[src/include/adr_pkg.sv]
// Constants for the daisy-chain result read-out block.
// Assumes one 20 MHz clock; pins are synchronised inside the block.
`default_nettype none

package adr_pkg;

   ////////////////////////////////////////////////////////////////
   // Clock
   localparam int CLK_HZ            = 20_000_000;

   ////////////////////////////////////////////////////////////////
   // Configuration word layout
   localparam int        CFG_W          = 12;
   localparam logic [11:0] CFG_RESET    = 12'hFFF;
   localparam int        BIT_SOFT_RESET = 0;
   localparam int        BIT_TAG_EN     = 1;
   localparam int        BIT_CHAIN_EN   = 5;
   localparam int        BIT_EOC_POL    = 7;
   localparam int        BIT_AUTO_CH    = 11;

   ////////////////////////////////////////////////////////////////
   // Result and output word layout
   localparam int RES_W     = 12;
   localparam int PAD_W     = 4;
   localparam int TAIL_W    = 7;
   localparam int FIFO_W    = 13;
   localparam int FIFO_DEPTH = 8;
   localparam int SHREG_W   = 24;
   localparam int WORD_PLAIN = 16;
   localparam int WORD_TAG  = 24;
   localparam int TAP_PLAIN = SHREG_W - WORD_PLAIN;

   ////////////////////////////////////////////////////////////////
   // Clocks per read, by mode
   localparam int CLKS_REG_PLAIN = 12;
   localparam int CLKS_REG_TAG   = 17;
   localparam int CLKS_CHN_PLAIN = 16;
   localparam int CLKS_CHN_TAG   = 24;

   ////////////////////////////////////////////////////////////////
   // Serial control states
   typedef enum logic {
      ST_IDLE,
      ST_SHIFT
   } adr_state_t;

endpackage : adr_pkg

`default_nettype wire

[src/rtl/adr_fifo.sv]
// Result FIFO between the converter core and the read-out shifter.
// Assumes writer and reader share one clock; read data is registered.
`default_nettype none

module adr_fifo #(
   parameter int WIDTH = 13,
   parameter int DEPTH = 8
) (
   input  wire logic             i_clk,      // System clock
   input  wire logic             i_rst,      // Sync reset, high
   input  wire logic             i_wr_valid, // Write offered
   input  wire logic [WIDTH-1:0] i_wr_data,  // Write word
   output logic                  o_wr_ready, // Space free
   output logic                  o_rd_valid, // Head word present
   output logic      [WIDTH-1:0] o_rd_data,  // Head word
   input  wire logic             i_rd_ready  // Head consumed
);

   localparam int AW = $clog2(DEPTH);

   logic [WIDTH-1:0] mem [DEPTH];
   logic [AW-1:0]    wr_ptr_reg;
   logic [AW-1:0]    rd_ptr_reg;
   logic [AW:0]      cnt_reg;
   logic [AW:0]      cnt_next;
   logic             out_valid_reg;
   logic [WIDTH-1:0] out_data_reg;
   logic             wr_fire;
   logic             mem_pop;

   ////////////////////////////////////////////////////////////////
   // Handshakes; the output stage refills when empty or drained
   assign wr_fire  = i_wr_valid & o_wr_ready;
   assign mem_pop  = (cnt_reg != '0) & (~out_valid_reg | i_rd_ready);
   assign cnt_next = cnt_reg + (AW+1)'(wr_fire) - (AW+1)'(mem_pop);

   // Storage array, no reset needed
   always_ff @(posedge i_clk) begin
      if (wr_fire) begin
         mem[wr_ptr_reg] <= i_wr_data;
      end
   end

   // Pointers, count and registered ready
   always_ff @(posedge i_clk) begin
      if (i_rst) begin
         wr_ptr_reg <= '0;
         rd_ptr_reg <= '0;
         cnt_reg    <= '0;
         o_wr_ready <= 1'b1;
      end else begin
         wr_ptr_reg <= wr_ptr_reg + AW'(wr_fire);
         rd_ptr_reg <= rd_ptr_reg + AW'(mem_pop);
         cnt_reg    <= cnt_next;
         o_wr_ready <= (cnt_next != (AW+1)'(DEPTH));
      end
   end

   // Registered head word
   always_ff @(posedge i_clk) begin
      if (i_rst) begin
         out_valid_reg <= 1'b0;
         out_data_reg  <= '0;
      end else if (mem_pop) begin
         out_valid_reg <= 1'b1;
         out_data_reg  <= mem[rd_ptr_reg];
      end else if (i_rd_ready) begin
         out_valid_reg <= 1'b0;
      end
   end

   assign o_rd_valid = out_valid_reg;
   assign o_rd_data  = out_data_reg;

endmodule : adr_fifo

`default_nettype wire

[src/rtl/adr_readout.sv]
// Serial result read-out with daisy-chain pass-through.
// Assumes host drives chip select and serial clock asynchronously to
// the 20 MHz system clock; the core delivers results on that clock.
`default_nettype none

// Summary of operation
// - Chain bit cleared turns the status pin into the chain data input.
// - Chain input reaches serial out 16 clocks later, 24 with tag.
// - First word after select fall is own 16-bit conversion data.
// - Later words in one select-low frame carry upstream data.
// - Without upstream input, own data repeats every further word.
// - Select toggled between words reloads own result each word.
// - No new conversion: previous result sent, upstream still passed.
// - Clocks per read 12/17+ regular, 16/24 chain, tag then zeros.
// - Internal reset combines power-on and software reset bit.
// - Any reset loads every configuration bit with one.
// - First serial frame after reset sends all ones.
// - Any reset returns the control machine to its idle state.
// - Bit 5 zero selects chain input, one keeps status output.
// - Tag enable puts channel bit at the 17th clock.
// - Result MSB first, four zeros, tag, zeros; high-Z at select rise.
module adr_readout (
   input  wire logic        I_CLK,          // 20 MHz system clock
   input  wire logic        I_RST_N,        // Power-on reset, sync, low
   input  wire logic        I_CS_N,         // Chip select pin
   input  wire logic        I_SCLK,         // Serial clock pin
   input  wire logic        I_PIN10,        // Status pin, input side
   output logic             O_PIN10,        // Status pin, output side
   output logic             O_PIN10_OE,     // Status pin driven
   output logic             O_SDO,          // Serial result out
   output logic             O_SDO_OE,       // Serial out driven
   input  wire logic        I_CFG_WR,       // Config word write strobe
   input  wire logic [11:0] I_CFG_DATA,     // Config word to write
   output logic      [11:0] O_CONFIG_WORD,  // Current config word
   input  wire logic        I_RES_VALID,    // Core result offered
   input  wire logic [11:0] I_RES_DATA,     // Core result code
   input  wire logic        I_RES_CH,       // Core result channel
   output logic             O_RES_READY,    // Result FIFO has room
   output logic             O_RESET_ACTIVE, // Software reset pulse asserted
   output logic      [7:0]  O_WORD_COUNT    // Words done this frame
);

   ////////////////////////////////////////////////////////////////
   // Declarations
   localparam int SW = adr_pkg::SHREG_W;
   localparam int FW = adr_pkg::FIFO_W;

   logic                 soft_rst_reg;
   logic                 rst_all;
   logic [11:0]          cfg_reg;
   logic                 cs_s1_reg;
   logic                 cs_s2_reg;
   logic                 cs_s3_reg;
   logic                 sclk_s1_reg;
   logic                 sclk_s2_reg;
   logic                 sclk_s3_reg;
   logic                 pin_s1_reg;
   logic                 pin_s2_reg;
   logic                 cs_fall;
   logic                 cs_rise;
   logic                 sclk_fall;
   logic                 shift_en;
   adr_pkg::adr_state_t  state_reg;
   adr_pkg::adr_state_t  state_next;
   logic [SW-1:0]        shreg_reg;
   logic [SW-1:0]        shreg_next;
   logic [SW-1:0]        shifted;
   logic [SW-1:0]        own_word;
   logic                 chain_en;
   logic                 tag_en;
   logic                 in_bit;
   logic                 first_frame_reg;
   logic [11:0]          last_res_reg;
   logic                 last_ch_reg;
   logic [11:0]          load_res;
   logic                 load_ch;
   logic                 fifo_valid;
   logic [FW-1:0]        fifo_data;
   logic                 fifo_pop;
   logic                 fifo_wr_ready;
   logic                 sdo_oe_reg;
   logic                 pin_out_reg;
   logic [4:0]           bit_cnt_reg;
   logic [4:0]           word_len;
   logic                 word_end;
   logic [7:0]           word_cnt_reg;

   ////////////////////////////////////////////////////////////////
   // Functions

   // Output word: result MSB first, pad, tag, zero tail
   function automatic logic [SW-1:0] build_word(
      input logic [11:0] res,
      input logic        ch,
      input logic        tag_on
   );
      build_word = {res, adr_pkg::PAD_W'(0), ch & tag_on,
                    adr_pkg::TAIL_W'(0)};
   endfunction : build_word

   // Word length in serial clocks for the current mode
   function automatic logic [4:0] word_clocks(input logic tag_on);
      word_clocks = tag_on ? 5'(adr_pkg::WORD_TAG) : 5'(adr_pkg::WORD_PLAIN);
   endfunction : word_clocks

   ////////////////////////////////////////////////////////////////
   // Reset combination

   // Either power-on or software reset clears the block
   assign rst_all = ~I_RST_N | soft_rst_reg;

   // Software reset pulse; power-on clears it, and it falls again when the zero write ends
   // The pulse lasts one cycle unless the host keeps writing zero
   always_ff @(posedge I_CLK) begin
      if (!I_RST_N) begin
         soft_rst_reg <= 1'b0;
      end else begin
         soft_rst_reg <= I_CFG_WR
                         & ~I_CFG_DATA[adr_pkg::BIT_SOFT_RESET];
      end
   end

   ////////////////////////////////////////////////////////////////
   // Configuration word

   // All ones after any reset; the reset bit writes back as one
   always_ff @(posedge I_CLK) begin
      if (rst_all) begin
         cfg_reg <= adr_pkg::CFG_RESET;
      end else if (I_CFG_WR) begin
         cfg_reg <= I_CFG_DATA;
      end
   end

   // Bit 5 low means chain mode; auto channel has no effect here
   assign chain_en = ~cfg_reg[adr_pkg::BIT_CHAIN_EN];
   assign tag_en   = cfg_reg[adr_pkg::BIT_TAG_EN];

   ////////////////////////////////////////////////////////////////
   // Pin synchronisers

   // Two stages per pin; third stage only feeds edge detection
   always_ff @(posedge I_CLK) begin
      if (rst_all) begin
         cs_s1_reg   <= 1'b1;
         cs_s2_reg   <= 1'b1;
         cs_s3_reg   <= 1'b1;
         sclk_s1_reg <= 1'b0;
         sclk_s2_reg <= 1'b0;
         sclk_s3_reg <= 1'b0;
         pin_s1_reg  <= 1'b0;
         pin_s2_reg  <= 1'b0;
      end else begin
         cs_s1_reg   <= I_CS_N;
         cs_s2_reg   <= cs_s1_reg;
         cs_s3_reg   <= cs_s2_reg;
         sclk_s1_reg <= I_SCLK;
         sclk_s2_reg <= sclk_s1_reg;
         sclk_s3_reg <= sclk_s2_reg;
         pin_s1_reg  <= I_PIN10;
         pin_s2_reg  <= pin_s1_reg;
      end
   end

   // Edges seen after synchronisation; host clock must stay well
   // below a quarter of the system clock for these to be caught
   assign cs_fall   = cs_s3_reg & ~cs_s2_reg;
   assign cs_rise   = ~cs_s3_reg & cs_s2_reg;
   assign sclk_fall = sclk_s3_reg & ~sclk_s2_reg & ~cs_s2_reg;

   // Shifting only counts inside a frame the machine has opened
   assign shift_en  = sclk_fall & (state_reg == adr_pkg::ST_SHIFT);

   ////////////////////////////////////////////////////////////////
   // Result buffering

   // Channel bit rides above the code so the tag stays paired
   adr_fifo #(
      .WIDTH (adr_pkg::FIFO_W),
      .DEPTH (adr_pkg::FIFO_DEPTH)
   ) u_fifo (
      .i_clk      (I_CLK),
      .i_rst      (rst_all),
      .i_wr_valid (I_RES_VALID),
      .i_wr_data  ({I_RES_CH, I_RES_DATA}),
      .o_wr_ready (fifo_wr_ready),
      .o_rd_valid (fifo_valid),
      .o_rd_data  (fifo_data),
      .i_rd_ready (fifo_pop)
   );

   // A fresh result is taken only at select fall, so the FIFO
   // fills and stalls the core while the host is not reading
   assign fifo_pop = cs_fall & fifo_valid;
   assign load_res = fifo_valid ? fifo_data[11:0] : last_res_reg;
   assign load_ch  = fifo_valid ? fifo_data[12] : last_ch_reg;

   // Remember the last result for frames with no new conversion
   always_ff @(posedge I_CLK) begin
      if (rst_all) begin
         last_res_reg <= '0;
         last_ch_reg  <= 1'b0;
      end else if (fifo_pop) begin
         last_res_reg <= fifo_data[11:0];
         last_ch_reg  <= fifo_data[12];
      end
   end

   ////////////////////////////////////////////////////////////////
   // Control state machine

   // Idle until select falls, shifting until it rises
   always_comb begin
      state_next = state_reg;
      case (state_reg)
         adr_pkg::ST_IDLE: begin
            if (cs_fall) begin
               state_next = adr_pkg::ST_SHIFT;
            end
         end
         adr_pkg::ST_SHIFT: begin
            if (cs_rise) begin
               state_next = adr_pkg::ST_IDLE;
            end
         end
         default: begin
            state_next = adr_pkg::ST_IDLE;
         end
      endcase
   end

   // Power-on state after any reset
   always_ff @(posedge I_CLK) begin
      if (rst_all) begin
         state_reg <= adr_pkg::ST_IDLE;
      end else begin
         state_reg <= state_next;
      end
   end

   ////////////////////////////////////////////////////////////////
   // Output shift register

   // Own word; the frame right after a reset sends ones instead
   assign own_word = first_frame_reg ? {SW{1'b1}}
                                     : build_word(load_res, load_ch, tag_en);

   // Chain mode takes the upstream pin, regular mode recirculates
   // its own word so a lone converter repeats its result
   assign in_bit = chain_en ? pin_s2_reg
                            : shreg_reg[SW-1];

   // Tail tap sets the pass-through delay: 16 bits or 24 bits
   assign shifted = {shreg_reg[SW-2:0], 1'b0};

   always_comb begin
      shreg_next = shreg_reg;
      if (cs_fall) begin
         shreg_next = own_word;
      end else if (shift_en) begin
         shreg_next = shifted;
         if (tag_en) begin
            shreg_next[0] = in_bit;
         end else begin
            shreg_next[adr_pkg::TAP_PLAIN] = in_bit;
            shreg_next[adr_pkg::TAP_PLAIN-1:0] = '0;
         end
      end
   end

   // Reset fills with ones so serial out idles high
   always_ff @(posedge I_CLK) begin
      if (rst_all) begin
         shreg_reg <= {SW{1'b1}};
      end else begin
         shreg_reg <= shreg_next;
      end
   end

   // Ones stay pending until the first frame after reset closes
   always_ff @(posedge I_CLK) begin
      if (rst_all) begin
         first_frame_reg <= 1'b1;
      end else if (cs_rise && state_reg == adr_pkg::ST_SHIFT) begin
         first_frame_reg <= 1'b0;
      end
   end

   ////////////////////////////////////////////////////////////////
   // Word framing counters

   // Word end marks the last clock of a 16 or 24 clock word
   assign word_len = word_clocks(tag_en);
   assign word_end = sclk_fall && (bit_cnt_reg == word_len - 5'd1);

   // Bits within the current word and words done in the frame
   always_ff @(posedge I_CLK) begin
      if (rst_all || cs_fall) begin
         bit_cnt_reg  <= '0;
         word_cnt_reg <= '0;
      end else if (shift_en) begin
         bit_cnt_reg  <= word_end ? 5'd0 : bit_cnt_reg + 5'd1;
         word_cnt_reg <= word_cnt_reg + 8'(word_end);
      end
   end

   ////////////////////////////////////////////////////////////////
   // Pin drivers

   // Serial out driven only while selected; high-Z at select rise
   // Release lags the pin by the synchroniser, about three clocks
   always_ff @(posedge I_CLK) begin
      if (rst_all) begin
         sdo_oe_reg <= 1'b0;
      end else begin
         sdo_oe_reg <= (state_next == adr_pkg::ST_SHIFT);
      end
   end

   // Status output: result waiting, polarity from bit 7
   always_ff @(posedge I_CLK) begin
      if (rst_all) begin
         pin_out_reg <= 1'b1;
      end else begin
         pin_out_reg <= fifo_valid ^ cfg_reg[adr_pkg::BIT_EOC_POL];
      end
   end

   ////////////////////////////////////////////////////////////////
   // Outputs, all straight from flops
   assign O_SDO          = shreg_reg[SW-1];
   assign O_SDO_OE       = sdo_oe_reg;
   assign O_PIN10        = pin_out_reg;
   assign O_PIN10_OE     = cfg_reg[adr_pkg::BIT_CHAIN_EN];
   assign O_CONFIG_WORD  = cfg_reg;
   assign O_RES_READY    = fifo_wr_ready;
   assign O_RESET_ACTIVE = soft_rst_reg;
   assign O_WORD_COUNT   = word_cnt_reg;

endmodule : adr_readout

`default_nettype wire

[config.mk]
export PLATFORM = sky130hd
export DESIGN_NAME = adr_readout
export DESIGN_NICKNAME = d
export VERILOG_FILES = /design/src/include/adr_pkg.sv /design/src/rtl/adr_fifo.sv /design/src/rtl/adr_readout.sv
export SDC_FILE = /design/constraint.sdc
export NUM_CORES = 1
export LEC_CHECK = 0
export BUFFER_PORTS_ARGS = -buffer_cell sky130_fd_sc_hd__buf_4
export CAP_MARGIN = 40
export CORE_MARGIN = 3
export CORE_UTILIZATION = 64
export DETAILED_ROUTE_END_ITERATION = 8
export HOLD_SLACK_MARGIN = 0.05
export PLACE_DENSITY = 0.95
export SLEW_MARGIN = 10
export SYNTH_ARGS = -nofsm -noshare
export SYNTH_HDL_FRONTEND = slang
export SYNTH_SLANG_ARGS = --single-unit
[constraint.sdc]
create_clock -name I_CLK -period 6.15 [get_ports I_CLK]
set_input_delay 1.845 -clock I_CLK [delete_from_list [all_inputs] [get_ports I_CLK]]
set_output_delay 1.845 -clock I_CLK [all_outputs]
set_load 0.02 [all_outputs]
==> results.md <==
* Post-Place Worst Slack at 2.68 ns
* PostCTS Resize Cnt at 0
* Largest delay share family, worst path: flip-flops
* Area Overhead vs Synth at 15.3%
* CP Data Arrival Time at 1.31 ns
* Antenna-violating nets left at 0
* Core Region at 12200 um2
* DRC viols at 0
* Leak at 3.30 nW
* Number of flip-flops in the largest register at 104
* Slowest cell on crit path: dfxtp_1
* Clk_lat worst skew at 0.49 ns
* Syn nets at 654
* Peak supply drop at 0.307 mV
* Nature of the critical path endpoint: output port
* CTS Hold Bufs at 0
* Crit Path Max Fanout at 15
* Hold Path Class: flop to flop
* Synth Area per Inst at 13.2 um2
* Hold Violations, Final at 0
* Placed cell count at 811
* Synth Register Bits at 203
* Post-route cell area at 9270 um2
* Port Buffer Count at 57
* Slew headroom at 0.459
* CTS tree: built
* Top Usage Layer GRT: met2
* Setup TNS at 0 ns
* Row count at 40
* CP Cell Sequence: buf_4
* Post-synth EDFFs at 104
* DP HPWL at 10500 um
* Post-CTS setup buffers at 0
* Max_cap viols at 0
* Kind of critical path: flop to output port
* DR vias/cell at 5.94
* CP bufs+invs at 1
* Period utilization at 0.513
* Worst-path clk slew at 0.06 ns
* Share of synthesized registers carrying an async set or reset at 0
* Layout cell share with drive strength beyond 1 at 0.218
* Die Ht at 118 um
* Library cells used by synthesis at 45
* M1 GR Usage at 0.284
* RSZ-0062 raised after global routing: no
* Fmax at 0.317 GHz
* Clk_skew at 0.0168 ns
* Global route overflow at 0
* Largest buffer count on any clock path at 3
* Nets at 709
* Final Max Tran Viols at 0
* First-pass GRT wire length at 26600 um
* DP Area at 8610 um2
* Setup-failing EPs final at 0
* Largest net degree at the start of global routing at 36
* Final Critical Period at 3.16 ns
* Synth warn at 0
* Vias at 5040
* Antenna cells at 0
* DR pass1 iterations at 4
* Die X at 118 um
* Total I/O pin count at 58
* Die ar. at 13900 um2
* Status: completed
* H-tree levels at 1
* Met3 Use GR at 0.0346
* Post-Syn Instances at 611
* TritonCTS buffer count at 21
* CTS root buf: clkbuf_16
* M2 GR Usage at 0.430
* Initial antenna violation count at 0
* Vias in the first global route at 5247
* Final worst slack at 2.99 ns
* Register area share after synthesis at 0.635
* Cell Pwr Density at 376 nW/um2
* Cell area after synthesis at 8040 um2
* CTS Sinks at 203
* Gpl congestion at 0.744
* Largest stage delay on the critical path at 0.60 ns
* DRT Wirelength at 16700 um
* Most common flop cell mapped by yosys: edfxtp_1
* 1st-iter DRT viols at 333
* Hold Slack at 0.430 ns
* Starting Density at 0.661
* Finished Layout Cells at 848
* GRT Total Usage at 0.238
* Actual slew at the worst max-slew pin at 0.811 ns
* WP data required at 4.30 ns
* DR WL/cell at 19.7 um
* Crit start category: flop
## stage by stage
step / power [mW] / utilization
2_1_floorplan: 2.10 / -
3_3_place_gp: 2.19 / 0.699
3_5_place_dp: 2.26 / 0.708
4_1_cts: 3.49 / 0.762
5_1_grt: 3.60 / 0.762
6_report: 3.48 / 0.762
## per-layer routing
metal	share of wire	routed length [um]
met4	0.037	611
met2	0.53	8840
met5	0	0
met3	0.047	776
met1	0.39	6460
## power by group
group	internal, mW	switching (mW)	total (mW)	leakage (nW)
sequential	1.54	0.101	1.64	1.75
combinational	0.290	0.342	0.632	1.22
clock	0.711	0.495	1.21	0.326
## cell usage after synthesis, types with 2 or more instances
master    count  share of area
xnor2_1       6         0.0065
nand2b_1      9         0.0070
or3_1         2         0.0016
and3_1        7         0.0054
nand4_1       5         0.0039
o21ai_1       6         0.0037
a211oi_2      6         0.0093
o21ai_0      34          0.021
clkbuf_1     15         0.0070
mux4_2       26          0.073
a21oi_1      67          0.042
inv_1         6         0.0028
nor3_2        2         0.0025
nand4b_1      2         0.0022
mux2i_1      27          0.034
and2_1       12         0.0093
a21o_1        3         0.0028
nor2b_1      14          0.011
edfxtp_1    104           0.39
xor2_1        7         0.0076
buf_2        15         0.0093
buf_4         6         0.0056
nor2_1       23          0.011
a211oi_1      6         0.0056
nor3_1        2         0.0012
mux2_2        4         0.0056
nand2_1      66          0.031
nand3_1       2         0.0012
ha_1         10          0.016
buf_6         4         0.0056
dfxtp_1      99           0.25
## logic make-up after synthesis
kind of cell / share of synthesized area
buffers and inverters: 0.0322
AO/OA/AOI/OAI: 0.0917
AND/OR/NAND/NOR: 0.0970
XOR/XNOR: 0.0142
adder cells (fa/ha/maj): 0.0181
multiplexers: 0.112
flip-flops: 0.635
## cells in the final DEF, fill, tap and decap left out, types with 2 or more instances in the layout
cell and n:
nor3_2 2, ha_1 10, nand2b_1 9, clkbuf_1 8
and3_1 7, nor3_1 2, nand4b_1 2, nor2_1 23
a21oi_1 67, clkinv_2 2, xnor2_1 6, nand3_1 2
a211oi_1 6, dfxtp_1 98, or3_1 2, a211oi_2 6
a21o_1 3, nand2_1 66, o21ai_1 6, mux2_2 4
mux2i_1 27, inv_1 6, nor2b_1 13, o21ai_0 34
edfxtp_1 104, buf_4 70, and2_1 12, clkbuf_8 2
mux4_2 26, clkbuf_16 23, nand4_1 5, xor2_1 7
## worst paths after layout
kind                                  startpoint           endpoint  slack, ns  depth (start not counted)
worst min-delay path                 sclk_s1_reg        sclk_s2_reg       0.43                          1
worst max-delay path            O_CONFIG_WORD[1]   O_CONFIG_WORD[1]       2.99                          1
worst min register to register       sclk_s1_reg        sclk_s2_reg       0.43                          1
worst max register to register         cs_s2_reg  u_fifo.o_wr_ready       3.56                          9
## final cells by class
| cell class | instances | area [um2] |
|---|---|---|
| Multi-Input combinational cell | 361 | 2680 |
| Inverter | 6 | 22.5 |
| Timing Repair Buffer | 73 | 588 |
| Sequential cell | 203 | 5110 |
| Tap cell | 168 | 210 |
| Clock buffer | 33 | 633 |
| Fill cell | 641 | 2890 |
| Clock inverter | 4 | 30.0 |
No activity file was read; power rests on OpenSTA's default activity.
